### src/common/uas_pkg.sv
// shared constants and register layouts for the asynchronous serial channel
package uas_pkg;
  // ---------------------------------------------------------------
  // register byte offsets
  // ---------------------------------------------------------------
  localparam logic [7:0] UAS_OFS_TX_BUF = 8'h00;
  localparam logic [7:0] UAS_OFS_RX_BUF = 8'h04;
  localparam logic [7:0] UAS_OFS_BAUD = 8'h08;
  localparam logic [7:0] UAS_OFS_MODE = 8'h0c;
  localparam logic [7:0] UAS_OFS_CTRL0 = 8'h10;
  localparam logic [7:0] UAS_OFS_CTRL1 = 8'h14;
  localparam logic [7:0] UAS_OFS_SPEC_A = 8'h18;
  localparam logic [7:0] UAS_OFS_SPEC_B = 8'h1c;
  localparam logic [7:0] UAS_OFS_SPEC_C = 8'h20;
  localparam logic [7:0] UAS_OFS_SPEC_D = 8'h24;
  localparam logic [7:0] UAS_OFS_COMMON = 8'h28;
  // ---------------------------------------------------------------
  // mode field codes and frame figures
  // ---------------------------------------------------------------
  localparam logic [2:0] UAS_MODE_7BIT = 3'h4;
  localparam logic [2:0] UAS_MODE_8BIT = 3'h5;
  localparam logic [2:0] UAS_MODE_9BIT = 3'h6;
  localparam logic [3:0] UAS_LEN_7 = 4'h7;
  localparam logic [3:0] UAS_LEN_8 = 4'h8;
  localparam logic [3:0] UAS_LEN_9 = 4'h9;
  localparam logic [3:0] UAS_OVS_LAST = 4'hf;
  localparam logic [3:0] UAS_OVS_MID = 4'h7;
  localparam int UAS_TXIRQ_SRC_BIT = 4;
  localparam int UAS_ALT_CTS_BIT = 6;
  localparam logic [4:0] UAS_PRE_F8 = 5'h07;
  localparam logic [4:0] UAS_PRE_F32 = 5'h1f;
  localparam logic [7:0] UAS_CTRL0_RST = 8'h08;
  localparam logic [7:0] UAS_CTRL1_RST = 8'h02;
  // ---------------------------------------------------------------
  // register layouts
  // ---------------------------------------------------------------
  typedef struct packed {
    logic pinPolarityInvert;
    logic parityEnable;
    logic parityOddEven;
    logic stopBitCountSelect;
    logic clockSourceInternalExternal;
    logic [2:0] serialModeField;
  } uas_mode_t;
  typedef struct packed {
    logic bitOrderSelect;
    logic clockPolaritySelect;
    logic openDrainOutputSelect;
    logic flowControlDisable;
    logic shiftRegisterEmpty;
    logic flowPinFunctionSelect;
    logic [1:0] prescalerSelect;
  } uas_ctrl0_t;
  typedef struct packed {
    logic errorSignalEnable;
    logic dataLogicInvert;
    logic continuousReceive;
    logic ch2TxIrqSource;
    logic receiveComplete;
    logic receiveEnableBit;
    logic transmitBufferEmpty;
    logic transmitEnableBit;
  } uas_ctrl1_t;
  typedef struct packed {
    logic errorSum;
    logic parityFlag;
    logic framingFlag;
    logic overrunFlag;
    logic [2:0] zero;
    logic [8:0] data;
  } uas_rxbuf_t;
  typedef enum logic [1:0] {UAS_IDLE, UAS_FRAME} uas_state_t;
endpackage : uas_pkg

### src/rtl/uas_channel.sv
// one asynchronous serial channel with apb registers
//
// Added by the designer: the APB slave port and the placing of the registers.
`timescale 1ns/100ps
module uas_channel import uas_pkg::*; #(
  parameter int CHANNEL = 2
) (
  input wire logic clk,
  input wire logic rst_n,
  input wire logic psel,
  input wire logic penable,
  input wire logic pwrite,
  input wire logic [7:0] paddr,
  input wire logic [31:0] pwdata,
  output logic [31:0] prdata,
  output logic pready,
  output logic pslverr,
  input wire logic rxdIn,
  output logic txdOut,
  output logic txdOen_n,
  input wire logic extClkIn,
  input wire logic flowIn_n,
  input wire logic altCtsIn_n,
  output logic flowOut,
  output logic flowOen_n,
  output logic txIrq,
  output logic rxIrq
);
  // ---------------------------------------------------------------
  // registers
  // ---------------------------------------------------------------
  uas_mode_t mode_reg;
  uas_ctrl0_t ctrl0_reg;
  uas_ctrl1_t ctrl1_reg;
  logic [7:0] baud_reg, common_reg;
  logic [7:0] specA_reg, specB_reg, specC_reg, specD_reg;
  logic [8:0] txBuf_reg, txShift_reg, rxData_reg, rxShift_reg;
  logic overrun_reg, framing_reg, parity_reg, txEmpty_reg;
  logic [31:0] rdData;
  logic wrAcc, rdAcc, mapped, rxCopy;
  logic asyncOn, msbFirst, invData, invPin, txIrqSrc, ctsLow, txStart;
  logic [3:0] charLen, lastPos;
  uas_rxbuf_t rxView;

  always_comb begin
    asyncOn = 1'b1;
    charLen = UAS_LEN_8;
    case (mode_reg.serialModeField)
      UAS_MODE_7BIT: charLen = UAS_LEN_7;
      UAS_MODE_8BIT: charLen = UAS_LEN_8;
      UAS_MODE_9BIT: charLen = UAS_LEN_9;
      default: asyncOn = 1'b0;
    endcase
  end

  // last frame position: data + parity + stops, with the start bit at position 0
  assign lastPos = charLen + 4'(mode_reg.parityEnable) + 4'(mode_reg.stopBitCountSelect) + 4'h1;
  assign msbFirst = ctrl0_reg.bitOrderSelect;
  assign invData = (CHANNEL == 2) && ctrl1_reg.dataLogicInvert;
  assign invPin = (CHANNEL == 2) && mode_reg.pinPolarityInvert;
  assign txIrqSrc = (CHANNEL == 2) ? ctrl1_reg.ch2TxIrqSource : common_reg[CHANNEL];

  // ---------------------------------------------------------------
  // apb slave
  // ---------------------------------------------------------------
  assign wrAcc = psel && penable && pwrite;
  assign rdAcc = psel && penable && !pwrite;
  assign pready = 1'b1;

  always_comb begin
    rxView = '0;
    rxView.data = rxData_reg ^ {9{invData}};
    rxView.overrunFlag = overrun_reg;
    rxView.framingFlag = framing_reg;
    rxView.parityFlag = parity_reg;
    rxView.errorSum = overrun_reg | framing_reg | parity_reg;
    mapped = 1'b1;
    rdData = '0;
    case (paddr)
      UAS_OFS_TX_BUF: rdData = '0;
      UAS_OFS_RX_BUF: rdData = {16'h0000, rxView};
      UAS_OFS_BAUD: rdData = '0;
      UAS_OFS_MODE: rdData = {24'h000000, mode_reg};
      UAS_OFS_CTRL0: rdData = {24'h000000, ctrl0_reg};
      UAS_OFS_CTRL1: rdData = {24'h000000, ctrl1_reg};
      UAS_OFS_SPEC_A: rdData = {24'h000000, specA_reg};
      UAS_OFS_SPEC_B: rdData = {24'h000000, specB_reg};
      UAS_OFS_SPEC_C: rdData = {24'h000000, specC_reg};
      UAS_OFS_SPEC_D: rdData = {24'h000000, specD_reg};
      UAS_OFS_COMMON: rdData = {24'h000000, common_reg};
      default: mapped = 1'b0;
    endcase
  end

  assign pslverr = psel && penable && !mapped;

  always_ff @(posedge clk or negedge rst_n) begin
    if (!rst_n) begin
      prdata <= '0;
    end else if (psel && !penable) begin
      prdata <= pwrite ? '0 : rdData;
    end
  end

  always_ff @(posedge clk or negedge rst_n) begin
    if (!rst_n) begin
      mode_reg <= '0;
      baud_reg <= '0;
      common_reg <= '0;
      specA_reg <= '0;
      specB_reg <= '0;
      specC_reg <= '0;
      specD_reg <= '0;
    end else if (wrAcc) begin
      case (paddr)
        UAS_OFS_MODE: mode_reg <= pwdata[7:0];
        UAS_OFS_BAUD: baud_reg <= pwdata[7:0];
        UAS_OFS_COMMON: common_reg <= pwdata[7:0];
        UAS_OFS_SPEC_A: specA_reg <= pwdata[7:0];
        UAS_OFS_SPEC_B: specB_reg <= pwdata[7:0];
        UAS_OFS_SPEC_C: specC_reg <= pwdata[7:0];
        UAS_OFS_SPEC_D: specD_reg <= pwdata[7:0];
        default: ;
      endcase
    end
  end

  // ---------------------------------------------------------------
  // bit clock
  // ---------------------------------------------------------------
  logic [4:0] pre_reg;
  logic [7:0] baudCnt_reg;
  logic extPrev_reg, srcTick, ovsTick;

  always_ff @(posedge clk or negedge rst_n) begin
    if (!rst_n) begin
      pre_reg <= '0;
      extPrev_reg <= 1'b0;
    end else begin
      pre_reg <= pre_reg + 5'h01;
      extPrev_reg <= extClkIn;
    end
  end

  // count source: f1, f2, f8, f32 or external rising edge
  always_comb begin
    case (ctrl0_reg.prescalerSelect)
      2'h0: srcTick = 1'b1;
      2'h1: srcTick = pre_reg[0];
      2'h2: srcTick = (pre_reg[2:0] == UAS_PRE_F8[2:0]);
      default: srcTick = (pre_reg == UAS_PRE_F32);
    endcase
    if (mode_reg.clockSourceInternalExternal) begin
      srcTick = extClkIn && !extPrev_reg;
    end
  end

  // divide by n+1 here, by 16 in the shifters
  always_ff @(posedge clk or negedge rst_n) begin
    if (!rst_n) begin
      baudCnt_reg <= '0;
    end else if (!asyncOn) begin
      baudCnt_reg <= baud_reg;
    end else if (srcTick) begin
      baudCnt_reg <= (baudCnt_reg == 8'h00) ? baud_reg : baudCnt_reg - 8'h01;
    end
  end

  assign ovsTick = asyncOn && srcTick && (baudCnt_reg == 8'h00);

  // ---------------------------------------------------------------
  // transmitter
  // ---------------------------------------------------------------
  uas_state_t txState_reg;
  logic [3:0] txPos_reg, txSub_reg;
  logic txLine, txPar, txDone;
  logic [3:0] txIdx;

  // cts only when flow on and cts selected
  assign ctsLow = ctrl0_reg.flowControlDisable || ctrl0_reg.flowPinFunctionSelect ||
                  ((CHANNEL == 0 && common_reg[UAS_ALT_CTS_BIT]) ? !altCtsIn_n : !flowIn_n);
  assign txStart = asyncOn && txState_reg == UAS_IDLE && ctrl1_reg.transmitEnableBit &&
                   !ctrl1_reg.transmitBufferEmpty && ctsLow;
  assign txDone = txState_reg == UAS_FRAME && ovsTick && txSub_reg == UAS_OVS_LAST &&
                  txPos_reg == lastPos;
  assign txPar = (^(txShift_reg & ~(9'h1ff << charLen))) ^ ~mode_reg.parityOddEven;
  assign txIdx = msbFirst ? (charLen - txPos_reg) : (txPos_reg - 4'h1);

  always_comb begin
    txLine = 1'b1;
    if (txState_reg == UAS_FRAME) begin
      if (txPos_reg == 4'h0) begin
        txLine = 1'b0;
      end else if (txPos_reg <= charLen) begin
        txLine = txShift_reg[txIdx];
      end else if (txPos_reg == charLen + 4'h1 && mode_reg.parityEnable) begin
        txLine = txPar;
      end
    end
  end

  always_ff @(posedge clk or negedge rst_n) begin
    if (!rst_n) begin
      txState_reg <= UAS_IDLE;
      txPos_reg <= '0;
      txSub_reg <= '0;
      txShift_reg <= '0;
    end else begin
      case (txState_reg)
        UAS_IDLE: if (txStart) begin
          txState_reg <= UAS_FRAME;
          txShift_reg <= txBuf_reg ^ {9{invData}};
          txPos_reg <= '0;
          txSub_reg <= '0;
        end
        UAS_FRAME: if (!asyncOn) begin
          txState_reg <= UAS_IDLE;
        end else if (ovsTick) begin
          txSub_reg <= txSub_reg + 4'h1;
          if (txSub_reg == UAS_OVS_LAST) begin
            txPos_reg <= txPos_reg + 4'h1;
            if (txDone) begin
              txState_reg <= UAS_IDLE;
            end
          end
        end
        default: txState_reg <= UAS_IDLE;
      endcase
    end
  end

  always_ff @(posedge clk or negedge rst_n) begin
    if (!rst_n) begin
      txBuf_reg <= '0;
      txEmpty_reg <= 1'b1;
      txIrq <= 1'b0;
      ctrl1_reg <= UAS_CTRL1_RST;
    end else begin
      txIrq <= (txStart && !txIrqSrc) || (txDone && txIrqSrc);
      if (txStart) begin
        ctrl1_reg.transmitBufferEmpty <= 1'b1;
        txEmpty_reg <= 1'b0;
      end else if (txDone) begin
        txEmpty_reg <= 1'b1;
      end
      if (wrAcc && paddr == UAS_OFS_TX_BUF) begin
        txBuf_reg <= pwdata[8:0];
        ctrl1_reg.transmitBufferEmpty <= 1'b0;
      end
      if (wrAcc && paddr == UAS_OFS_CTRL1) begin
        {ctrl1_reg.errorSignalEnable, ctrl1_reg.dataLogicInvert} <= pwdata[7:6];
        {ctrl1_reg.continuousReceive, ctrl1_reg.ch2TxIrqSource} <= pwdata[5:4];
        ctrl1_reg.receiveEnableBit <= pwdata[2];
        ctrl1_reg.transmitEnableBit <= pwdata[0];
      end
      // set wins over the read clear
      if (rxCopy) begin
        ctrl1_reg.receiveComplete <= 1'b1;
      end else if (rdAcc && paddr == UAS_OFS_RX_BUF) begin
        ctrl1_reg.receiveComplete <= 1'b0;
      end
    end
  end

  always_ff @(posedge clk or negedge rst_n) begin
    if (!rst_n) begin
      ctrl0_reg <= UAS_CTRL0_RST;
    end else begin
      if (wrAcc && paddr == UAS_OFS_CTRL0) begin
        ctrl0_reg <= pwdata[7:0];
      end
      ctrl0_reg.shiftRegisterEmpty <= txEmpty_reg;
    end
  end

  always_comb begin
    if (ctrl0_reg.openDrainOutputSelect) begin
      txdOut = 1'b0;
      txdOen_n = (txLine ^ invPin);
    end else begin
      txdOut = txLine ^ invPin;
      txdOen_n = 1'b0;
    end
  end

  // rts low while receiver can take a character
  assign flowOut = !(ctrl1_reg.receiveEnableBit && !ctrl1_reg.receiveComplete);
  assign flowOen_n = !(!ctrl0_reg.flowControlDisable && ctrl0_reg.flowPinFunctionSelect);

  // ---------------------------------------------------------------
  // receiver
  // ---------------------------------------------------------------
  uas_state_t rxState_reg;
  logic [3:0] rxPos_reg, rxSub_reg, rxIdx;
  logic rxLine, rxSample, rxPar_reg, rxFrm_reg, rxOvr_reg;

  assign rxLine = rxdIn ^ invPin;
  assign rxSample = rxState_reg == UAS_FRAME && ovsTick && rxSub_reg == UAS_OVS_MID;
  assign rxCopy = rxSample && rxPos_reg == lastPos;
  assign rxIdx = msbFirst ? (charLen - rxPos_reg) : (rxPos_reg - 4'h1);

  always_ff @(posedge clk or negedge rst_n) begin
    if (!rst_n) begin
      rxState_reg <= UAS_IDLE;
      rxPos_reg <= '0;
      rxSub_reg <= '0;
      rxShift_reg <= '0;
      rxPar_reg <= 1'b0;
      rxFrm_reg <= 1'b0;
      rxOvr_reg <= 1'b0;
    end else begin
      case (rxState_reg)
        UAS_IDLE: if (ovsTick && !rxLine && ctrl1_reg.receiveEnableBit) begin
          rxState_reg <= UAS_FRAME;
          rxPos_reg <= '0;
          rxSub_reg <= '0;
          rxShift_reg <= '0;
          rxPar_reg <= ~mode_reg.parityOddEven;
          rxFrm_reg <= 1'b0;
          rxOvr_reg <= 1'b0;
        end
        UAS_FRAME: if (!asyncOn || !ctrl1_reg.receiveEnableBit) begin
          rxState_reg <= UAS_IDLE;
        end else if (ovsTick) begin
          rxSub_reg <= rxSub_reg + 4'h1;
          if (rxSub_reg == UAS_OVS_LAST) begin
            rxPos_reg <= rxPos_reg + 4'h1;
          end
          if (rxSample) begin
            if (rxPos_reg == 4'h0 && rxLine) begin
              rxState_reg <= UAS_IDLE; // glitch, not a start bit
            end else if (rxPos_reg != 4'h0 && rxPos_reg <= charLen) begin
              rxShift_reg[rxIdx] <= rxLine;
              rxPar_reg <= rxPar_reg ^ rxLine;
            end else if (rxPos_reg == charLen + 4'h1 && mode_reg.parityEnable) begin
              rxPar_reg <= rxPar_reg ^ rxLine;
            end else if (rxPos_reg != 4'h0) begin
              rxFrm_reg <= rxFrm_reg | !rxLine;
            end
            if (rxPos_reg == lastPos - 4'h1 && ctrl1_reg.receiveComplete) begin
              rxOvr_reg <= 1'b1;
            end
            if (rxCopy) begin
              rxState_reg <= UAS_IDLE;
            end
          end
        end
        default: rxState_reg <= UAS_IDLE;
      endcase
    end
  end

  always_ff @(posedge clk or negedge rst_n) begin
    if (!rst_n) begin
      rxData_reg <= '0;
      overrun_reg <= 1'b0;
      framing_reg <= 1'b0;
      parity_reg <= 1'b0;
      rxIrq <= 1'b0;
    end else begin
      rxIrq <= rxCopy && !rxOvr_reg;
      if (rxCopy) begin
        rxData_reg <= rxShift_reg; // overwritten data is undefined
        overrun_reg <= rxOvr_reg;
        framing_reg <= rxFrm_reg | !rxLine;
        parity_reg <= mode_reg.parityEnable && rxPar_reg;
      end else if (!ctrl1_reg.receiveEnableBit) begin
        overrun_reg <= 1'b0;
        framing_reg <= 1'b0;
        parity_reg <= 1'b0;
      end
    end
  end
endmodule : uas_channel

### config.mk
export PLATFORM = sky130hd
export DESIGN_NAME = uas_channel
export DESIGN_NICKNAME = d
export VERILOG_FILES = /design/src/common/uas_pkg.sv /design/src/rtl/uas_channel.sv
export SDC_FILE = /design/constraint.sdc
export NUM_CORES = 1
export LEC_CHECK = 0
export ABC_AREA = 0
export BUFFER_PORTS_ARGS = -buffer_cell sky130_fd_sc_hd__buf_2
export CAP_MARGIN = 20
export CORE_ASPECT_RATIO = 1.4
export CORE_UTILIZATION = 50
export DETAILED_ROUTE_END_ITERATION = 8
export GPL_TIMING_DRIVEN = 1
export PLACE_DENSITY = 0.74
export SYNTH_ARGS = -nofsm -noshare
export SYNTH_HDL_FRONTEND = slang
export SYNTH_SLANG_ARGS = --single-unit
export TNS_END_PERCENT = 50
### constraint.sdc
create_clock -name clk -period 8.9 [get_ports clk]
set_clock_uncertainty 0.15 [all_clocks]
set_input_delay 1.335 -clock clk [delete_from_list [all_inputs] [get_ports clk]]
set_output_delay 1.335 -clock clk [all_outputs]
set_load 0.1 [all_outputs]
==> results of run 1 <==
Yosys cell counts, types with 11 or more instances:
cell      number
a21oi_1       30
buf_4         22
clkbuf_1      17
dfrtp_1      159
ha_1          23
inv_1         21
mux2_2        82
mux2i_1       11
nand2_1       84
nand3_1       35
nor2_1        46
nor3_1        17
o211ai_1      11
o21ai_0       48
xnor2_1       47
worst min-delay path by stage:
stage,start,to,slack (ns),cells past startpoint
5_1_grt,txEmpty_reg,ctrl0_reg[3],0.23,0
3_5_place_dp,txEmpty_reg,ctrl0_reg[3],0.21,0
3_3_place_gp,txEmpty_reg,ctrl0_reg[3],0.21,0
6_report,txEmpty_reg,ctrl0_reg[3],0.22,0
2_1_floorplan,txEmpty_reg,ctrl0_reg[3],0.20,0
4_1_cts,txEmpty_reg,ctrl0_reg[3],0.22,0
through the flow:
stage | utilization [%] | hold slack, ns
after floorplan | - | 0.204
after global placement | 53.1 | 0.212
after detailed placement | 53.1 | 0.212
after CTS | 56.6 | 0.224
after global routing | 56.6 | 0.225
final | 56.6 | 0.223
critical path, cell delays in order (launching register included):
cell,delay [ns]
dfrtp_1,0.46
nor2b_4,0.17
inv_2,0.10
nor2_8,0.20
inv_1,0.16
fa_1,0.48
mux2i_1,0.39
mux4_2,0.57
a211oi_1,0.28
a211oi_2,0.08
mux2_2,0.23
buf_2,0.41
area by class of cell:
class | instances | area share (%)
Clock inverter | 14 | 1.73
Inverter | 23 | 0.876
Timing Repair Buffer | 48 | 2.60
Sequential cell | 162 | 41.2
Clock buffer | 18 | 4.46
Tap cell | 236 | 3.00
Multi-Input combinational cell | 623 | 46.2
layer usage:
| layer | up-vias | part of all wire (%) |
|---|---|---|
| met4 | 0 | 4.2 |
| met5 | - | 0 |
| met1 | 3193 | 41 |
| met2 | 211 | 50 |
| met3 | 54 | 4.8 |
| li1 | 3040 | - |
report_power, final:
group	switching [mW]	internal, mW	total, mW	leakage, nW
clock network	0.324	0.430	0.754	0.285
logic	0.0988	0.0258	0.125	1.90
registers	0.00623	0.742	0.749	2.16
kinds of logic (layout without fill, tap and decap cells):
| family | after synthesis | in the layout |
|---|---|---|
| DFF | 162 | 162 |
| muxes | 103 | 103 |
| AOI/OAI and AO/OA | 160 | 160 |
| adders and majority gates | 26 | 26 |
| other | 2 | 20 |
| xor gates and xnor gates | 58 | 58 |
| buffers and inverters | 79 | 103 |
| and+or+nand+nor | 256 | 256 |
==> flow_metrics.env, run 1 <==
export IMPL_status="finished, final reports clean"
export IMPL_antenna_found_initial=0
export IMPL_synth_mux_area_share_pct=13.5
export IMPL_p_leak_nw=4.35
export IMPL_synthCells=846
export IMPL_final_cell_mix="dfrtp_1 (159), nand2_1 (84), mux2_2 (82)"
export IMPL_async_reset_ff_share_pct=100
export IMPL_dieArea_mm2=0.0184
export IMPL_synth_simple_area_share_pct=14.8
export IMPL_grt_pass1_vias=6426
export IMPL_insertedDiodeCount=0
export IMPL_drv_slew=0
export IMPL_synth_xor_xnor_area_share_pct=5.94
export IMPL_regToRegStartpoint="mode_reg[0]"
export IMPL_slew_headroom_pct=29.3
export IMPL_cp_end_kind="output pin"
export IMPL_vdd_ir_drop_max_mv=0.146
export IMPL_yosys_cell_types_count=78
export IMPL_tns_ns=0
export IMPL_cts_root_buf="clkbuf_16"
export IMPL_first_pass_iters=7
export IMPL_crit_end="txdOut"
export IMPL_fillCellCount=1523
export IMPL_synth_top_area_share_pct=44.5
export IMPL_clkLatencyLatePin_ns=0.43
export IMPL_hold_class="flop to flop"
export IMPL_largest_register="prdata"
export IMPL_top_usage_layer="met2"
export IMPL_setup_worst_path_class="flop to output pin"
export IMPL_fin_ws_ns=3.44
export IMPL_period_share_pct=61.3
export IMPL_r2r_end="rxData_reg[0]"
export IMPL_wl_per_cell_um=18.8
export IMPL_start_util_pct=51.3
export IMPL_post_cts_resize_count=0
export IMPL_synth_area_leaders="dfrtp_1 (45%), mux2_2 (10%), xnor2_1 (4.6%)"
export IMPL_hold_viol_final=0
export IMPL_p_per_area_mw_per_mm2=165
export IMPL_route_detailed_drc=0
export IMPL_hold_buffers=0
export IMPL_final_common_cell="dfrtp_1"
export IMPL_regArea_mm2=0.00406
export IMPL_crit_path_start_kind="flop"
export IMPL_cts_tree="done"
export IMPL_drtAntennaViolNets=0
export IMPL_drv_cap=0
export IMPL_yosys_area_share_adder_pct=3.89
export IMPL_stdcell_area_mm2=0.00985
export IMPL_dp_hpwl_um=15100
export IMPL_synth_top_family_by_area="simple AND/OR/NAND/NOR gates"
export IMPL_use_met2_pct=40.0
export IMPL_fin_nets=950
export IMPL_coreArea_mm2=0.0174
export IMPL_ff2ff_setup_slack_ns=5.39
export IMPL_fmax_ghz=0.183
export IMPL_crit_start="mode_reg[0]"
export IMPL_use_met1_pct=30.6
export IMPL_vias=6498
export IMPL_crit_required_ns=7.41
export IMPL_grt_pass1_wl_um=34100
export IMPL_overflow=0
export IMPL_fin_cells=1124
export IMPL_synth_edf_count=0
export IMPL_fin_crit_ns=5.46
export IMPL_synth_warnings=0
export IMPL_syn_to_final_growth_pct=10.3
export IMPL_drive_gt1_share_pct=23.6
export IMPL_syn_area_mm2=0.00893
export IMPL_rsz0062_at_grt="no"
export IMPL_synth_yosys_seq_area_share_pct=45.4
export IMPL_place_congestion=0.904
export IMPL_viasPerCell=5.78
export IMPL_largest_reg_flops=13
export IMPL_placementRows=57
export IMPL_cp_arrival_ns=3.97
export IMPL_cts_path_max_buffers=2
export IMPL_htreeDepth=4
export IMPL_grt_start_max_net_pins=94
export IMPL_grtUsageTotal_pct=24.7
export IMPL_setup_viol=0
export IMPL_synth_flop_cell="dfrtp_1"
export IMPL_die_w_um=115
export IMPL_reg2reg_depth=12
export IMPL_path_clk_slew_ns=0.06
export IMPL_wirelength_um=21200
export IMPL_numPlacedInstances=1092
export IMPL_cts_buffers=17
export IMPL_placed_area_mm2=0.00924
export IMPL_grt_use_met3_pct=5.28
export IMPL_cts_setup_buffers=0
export IMPL_drt_first_iter_violations=475
export IMPL_finalPower_mw=1.63
export IMPL_cts_sinks=162
export IMPL_tightest_slew_ns=1.05
export IMPL_multi_input_area_mm2=0.00455
export IMPL_synth_compound_area_share_pct=11.9
export IMPL_port_buffers=44
export IMPL_io_pins=89
export IMPL_yosysTopAreaCell="dfrtp_1"
export IMPL_ys_seq_elements=162
export IMPL_die_h_um=160
export IMPL_place_ws_ns=3.82
export IMPL_crit_path_max_fanout=10
export IMPL_syn_area_per_cell_um2=10.6
(Power assumes the default switching activity.)
==> run 2, diff against run 1 <==
==> constraint.sdc (replaced) <==
create_clock -name clk -period 5.5 [get_ports clk]
set_clock_uncertainty 0.15 [all_clocks]
set_input_delay 0.825 -clock clk [delete_from_list [all_inputs] [get_ports clk]]
set_output_delay 0.825 -clock clk [all_outputs]
set_load 0.1 [all_outputs]
==> flow_metrics.env, run 2 (synthesized netlist as in run 1, its figures left out) <==
export IMPL_rsz0062_at_grt="no"
export IMPL_wl_per_cell_um=18.7
export IMPL_path_clk_slew_ns=0.07
export IMPL_vias=6568
export IMPL_fin_crit_ns=4.89
export IMPL_fmax_ghz=0.205
export IMPL_period_share_pct=88.9
export IMPL_slew_headroom_pct=35.3
export IMPL_cts_path_max_buffers=2
export IMPL_drv_cap=0
export IMPL_coreArea_mm2=0.0174
export IMPL_internal_power_mw=1.93
export IMPL_route_detailed_drc=0
export IMPL_crit_required_ns=4.53
export IMPL_drive_gt1_share_pct=23.8
export IMPL_first_pass_iters=5
export IMPL_clkLatencyLatePin_ns=0.44
export IMPL_grt_pass1_wl_um=34500
export IMPL_viasPerCell=5.83
export IMPL_p_sw_uw=716
export IMPL_cts_buffers=17
export IMPL_cpPeakStageDelay_ns=0.55
export IMPL_p_per_area_mw_per_mm2=268
export IMPL_hold_class="input port to asynchronous set/reset pin"
export IMPL_p_leak_nw=4.37
export IMPL_final_cell_mix="dfrtp_1 (159), nand2_1 (84), mux2_2 (82)"
export IMPL_path_buf_inv=3
export IMPL_cts_sinks=162
export IMPL_tightest_slew_ns=0.963
export IMPL_crit_family="multiplexers"
export IMPL_dp_hpwl_um=15100
export IMPL_seqPwrFrac_pct=45.7
export IMPL_fillCellCount=1491
export IMPL_vdd_ir_drop_max_mv=0.211
export IMPL_setup_worst_path_class="flop to output pin"
export IMPL_antenna_found_initial=0
export IMPL_reg2reg_depth=12
export IMPL_regToRegStartpoint="mode_reg[0]"
export IMPL_cts_setup_buffers=0
export IMPL_crit_path_max_fanout=10
export IMPL_placementRows=57
export IMPL_drt_first_iter_violations=504
export IMPL_drv_slew=0
export IMPL_syn_to_final_growth_pct=10.5
export IMPL_cts_root_buf="clkbuf_16"
export IMPL_ff2ff_setup_slack_ns=2.05
export IMPL_htreeDepth=4
export IMPL_cp_end_kind="output pin"
export IMPL_grt_pass1_vias=6395
export IMPL_dieArea_mm2=0.0184
export IMPL_place_congestion=0.911
export IMPL_cp_arrival_ns=3.91
export IMPL_hold_buffers=0
export IMPL_grtUsageTotal_pct=25.0
export IMPL_status="finished, final reports clean"
export IMPL_die_w_um=115
export IMPL_hold_viol_final=0
export IMPL_post_cts_resize_count=0
export IMPL_combPwrFrac_pct=7.6
export IMPL_io_pins=89
export IMPL_wirelength_um=21100
export IMPL_port_buffers=44
export IMPL_path_cells="nor2b_4, inv_2, nor2_8, inv_1, fa_1, mux2i_1, mux4_2, a211oi_1, a211oi_2, mux2_2, buf_2"
export IMPL_start_util_pct=51.3
export IMPL_largest_reg_flops=13
export IMPL_insertedDiodeCount=0
export IMPL_overflow=0
export IMPL_final_common_cell="dfrtp_1"
export IMPL_clock_power_share_pct=46.6
export IMPL_slowest_stage="mux4_2"
export IMPL_largest_register="prdata"
export IMPL_die_h_um=160
export IMPL_setup_viol=0
export IMPL_switching_share_pct=27.0
export IMPL_holdWs_ns=0.167
export IMPL_drtAntennaViolNets=0
export IMPL_crit_path_start_kind="flop"
export IMPL_grt_start_max_net_pins=64
export IMPL_fin_nets=952
export IMPL_tns_ns=0
export IMPL_r2r_end="rxData_reg[1]"
export IMPL_cts_tree="done"
==> run 2: worst max path at each step <==
stage | start | end | slack, ns | cells after the start
6_report | mode_reg[0] | txdOut | 0.61 | 11
2_1_floorplan | mode_reg[0] | txdOen_n | 0.42 | 10
3_3_place_gp | mode_reg[0] | txdOut | 1.08 | 11
3_5_place_dp | mode_reg[0] | txdOut | 1.04 | 11
5_1_grt | mode_reg[0] | txdOut | 0.35 | 11
4_1_cts | mode_reg[0] | txdOut | 0.56 | 11
==> run 2: cell type report <==
| class | instances | area, um^2 | area share, % |
|---|---|---|---|
| timing repair buffer | 50 | 272 | 2.75 |
| sequential | 162 | 4060 | 41.1 |
| tap | 236 | 295 | 2.99 |
| multi-input combinational | 623 | 4550 | 46.1 |
| clock inverter | 15 | 188 | 1.90 |
| inverter | 23 | 86.3 | 0.875 |
| clock buffer | 17 | 425 | 4.31 |
==> run 2: metrics by stage <==
stage | instances | setup WS [ns] | power, mW | util, % | area [um^2]
6_report | 1126 | 0.613 | 2.65 | 56.7 | 9870
5_1_grt | 1126 | 0.351 | 2.74 | 56.7 | 9870
4_1_cts | 1126 | 0.560 | 2.67 | 56.7 | 9870
3_5_place_dp | 1094 | 1.04 | 1.44 | 53.2 | 9260
3_3_place_gp | 1094 | 1.08 | 1.43 | 53.2 | 9260
2_1_floorplan | 864 | 0.424 | 1.38 | - | 9000
==> run 2: power groups by stage <==
stage	logic [mW]	clock network (mW)	registers (mW)
2_1_floorplan	0.151	0	1.23
3_3_place_gp	0.201	0	1.23
3_5_place_dp	0.202	0	1.23
4_1_cts	0.203	1.25	1.21
5_1_grt	0.217	1.31	1.21
6_report	0.202	1.24	1.21
==> run 2: worst reg2reg max path: cells and delay by family (launching register included) <==
kind	cells	cell delay, ns
muxes	1	0.40
and+or+nand+nor	3	0.80
xor gates and xnor gates	2	0.48
buffers and inverters	3	0.20
adders and majority gates	3	0.85
DFF	1	0.45
==> run 2: per-layer routing <==
layer | global-route usage, % | wire, um | vias to the layer above | part of all wire [%]
met4 | 12.7 | 867 | 0 | 4.1
met2 | 40.2 | 10400 | 231 | 49
li1 | - | - | 3050 | -
met3 | 5.35 | 1170 | 64 | 5.5
met1 | 31.6 | 8640 | 3223 | 41
met5 | 0 | 0 | - | 0
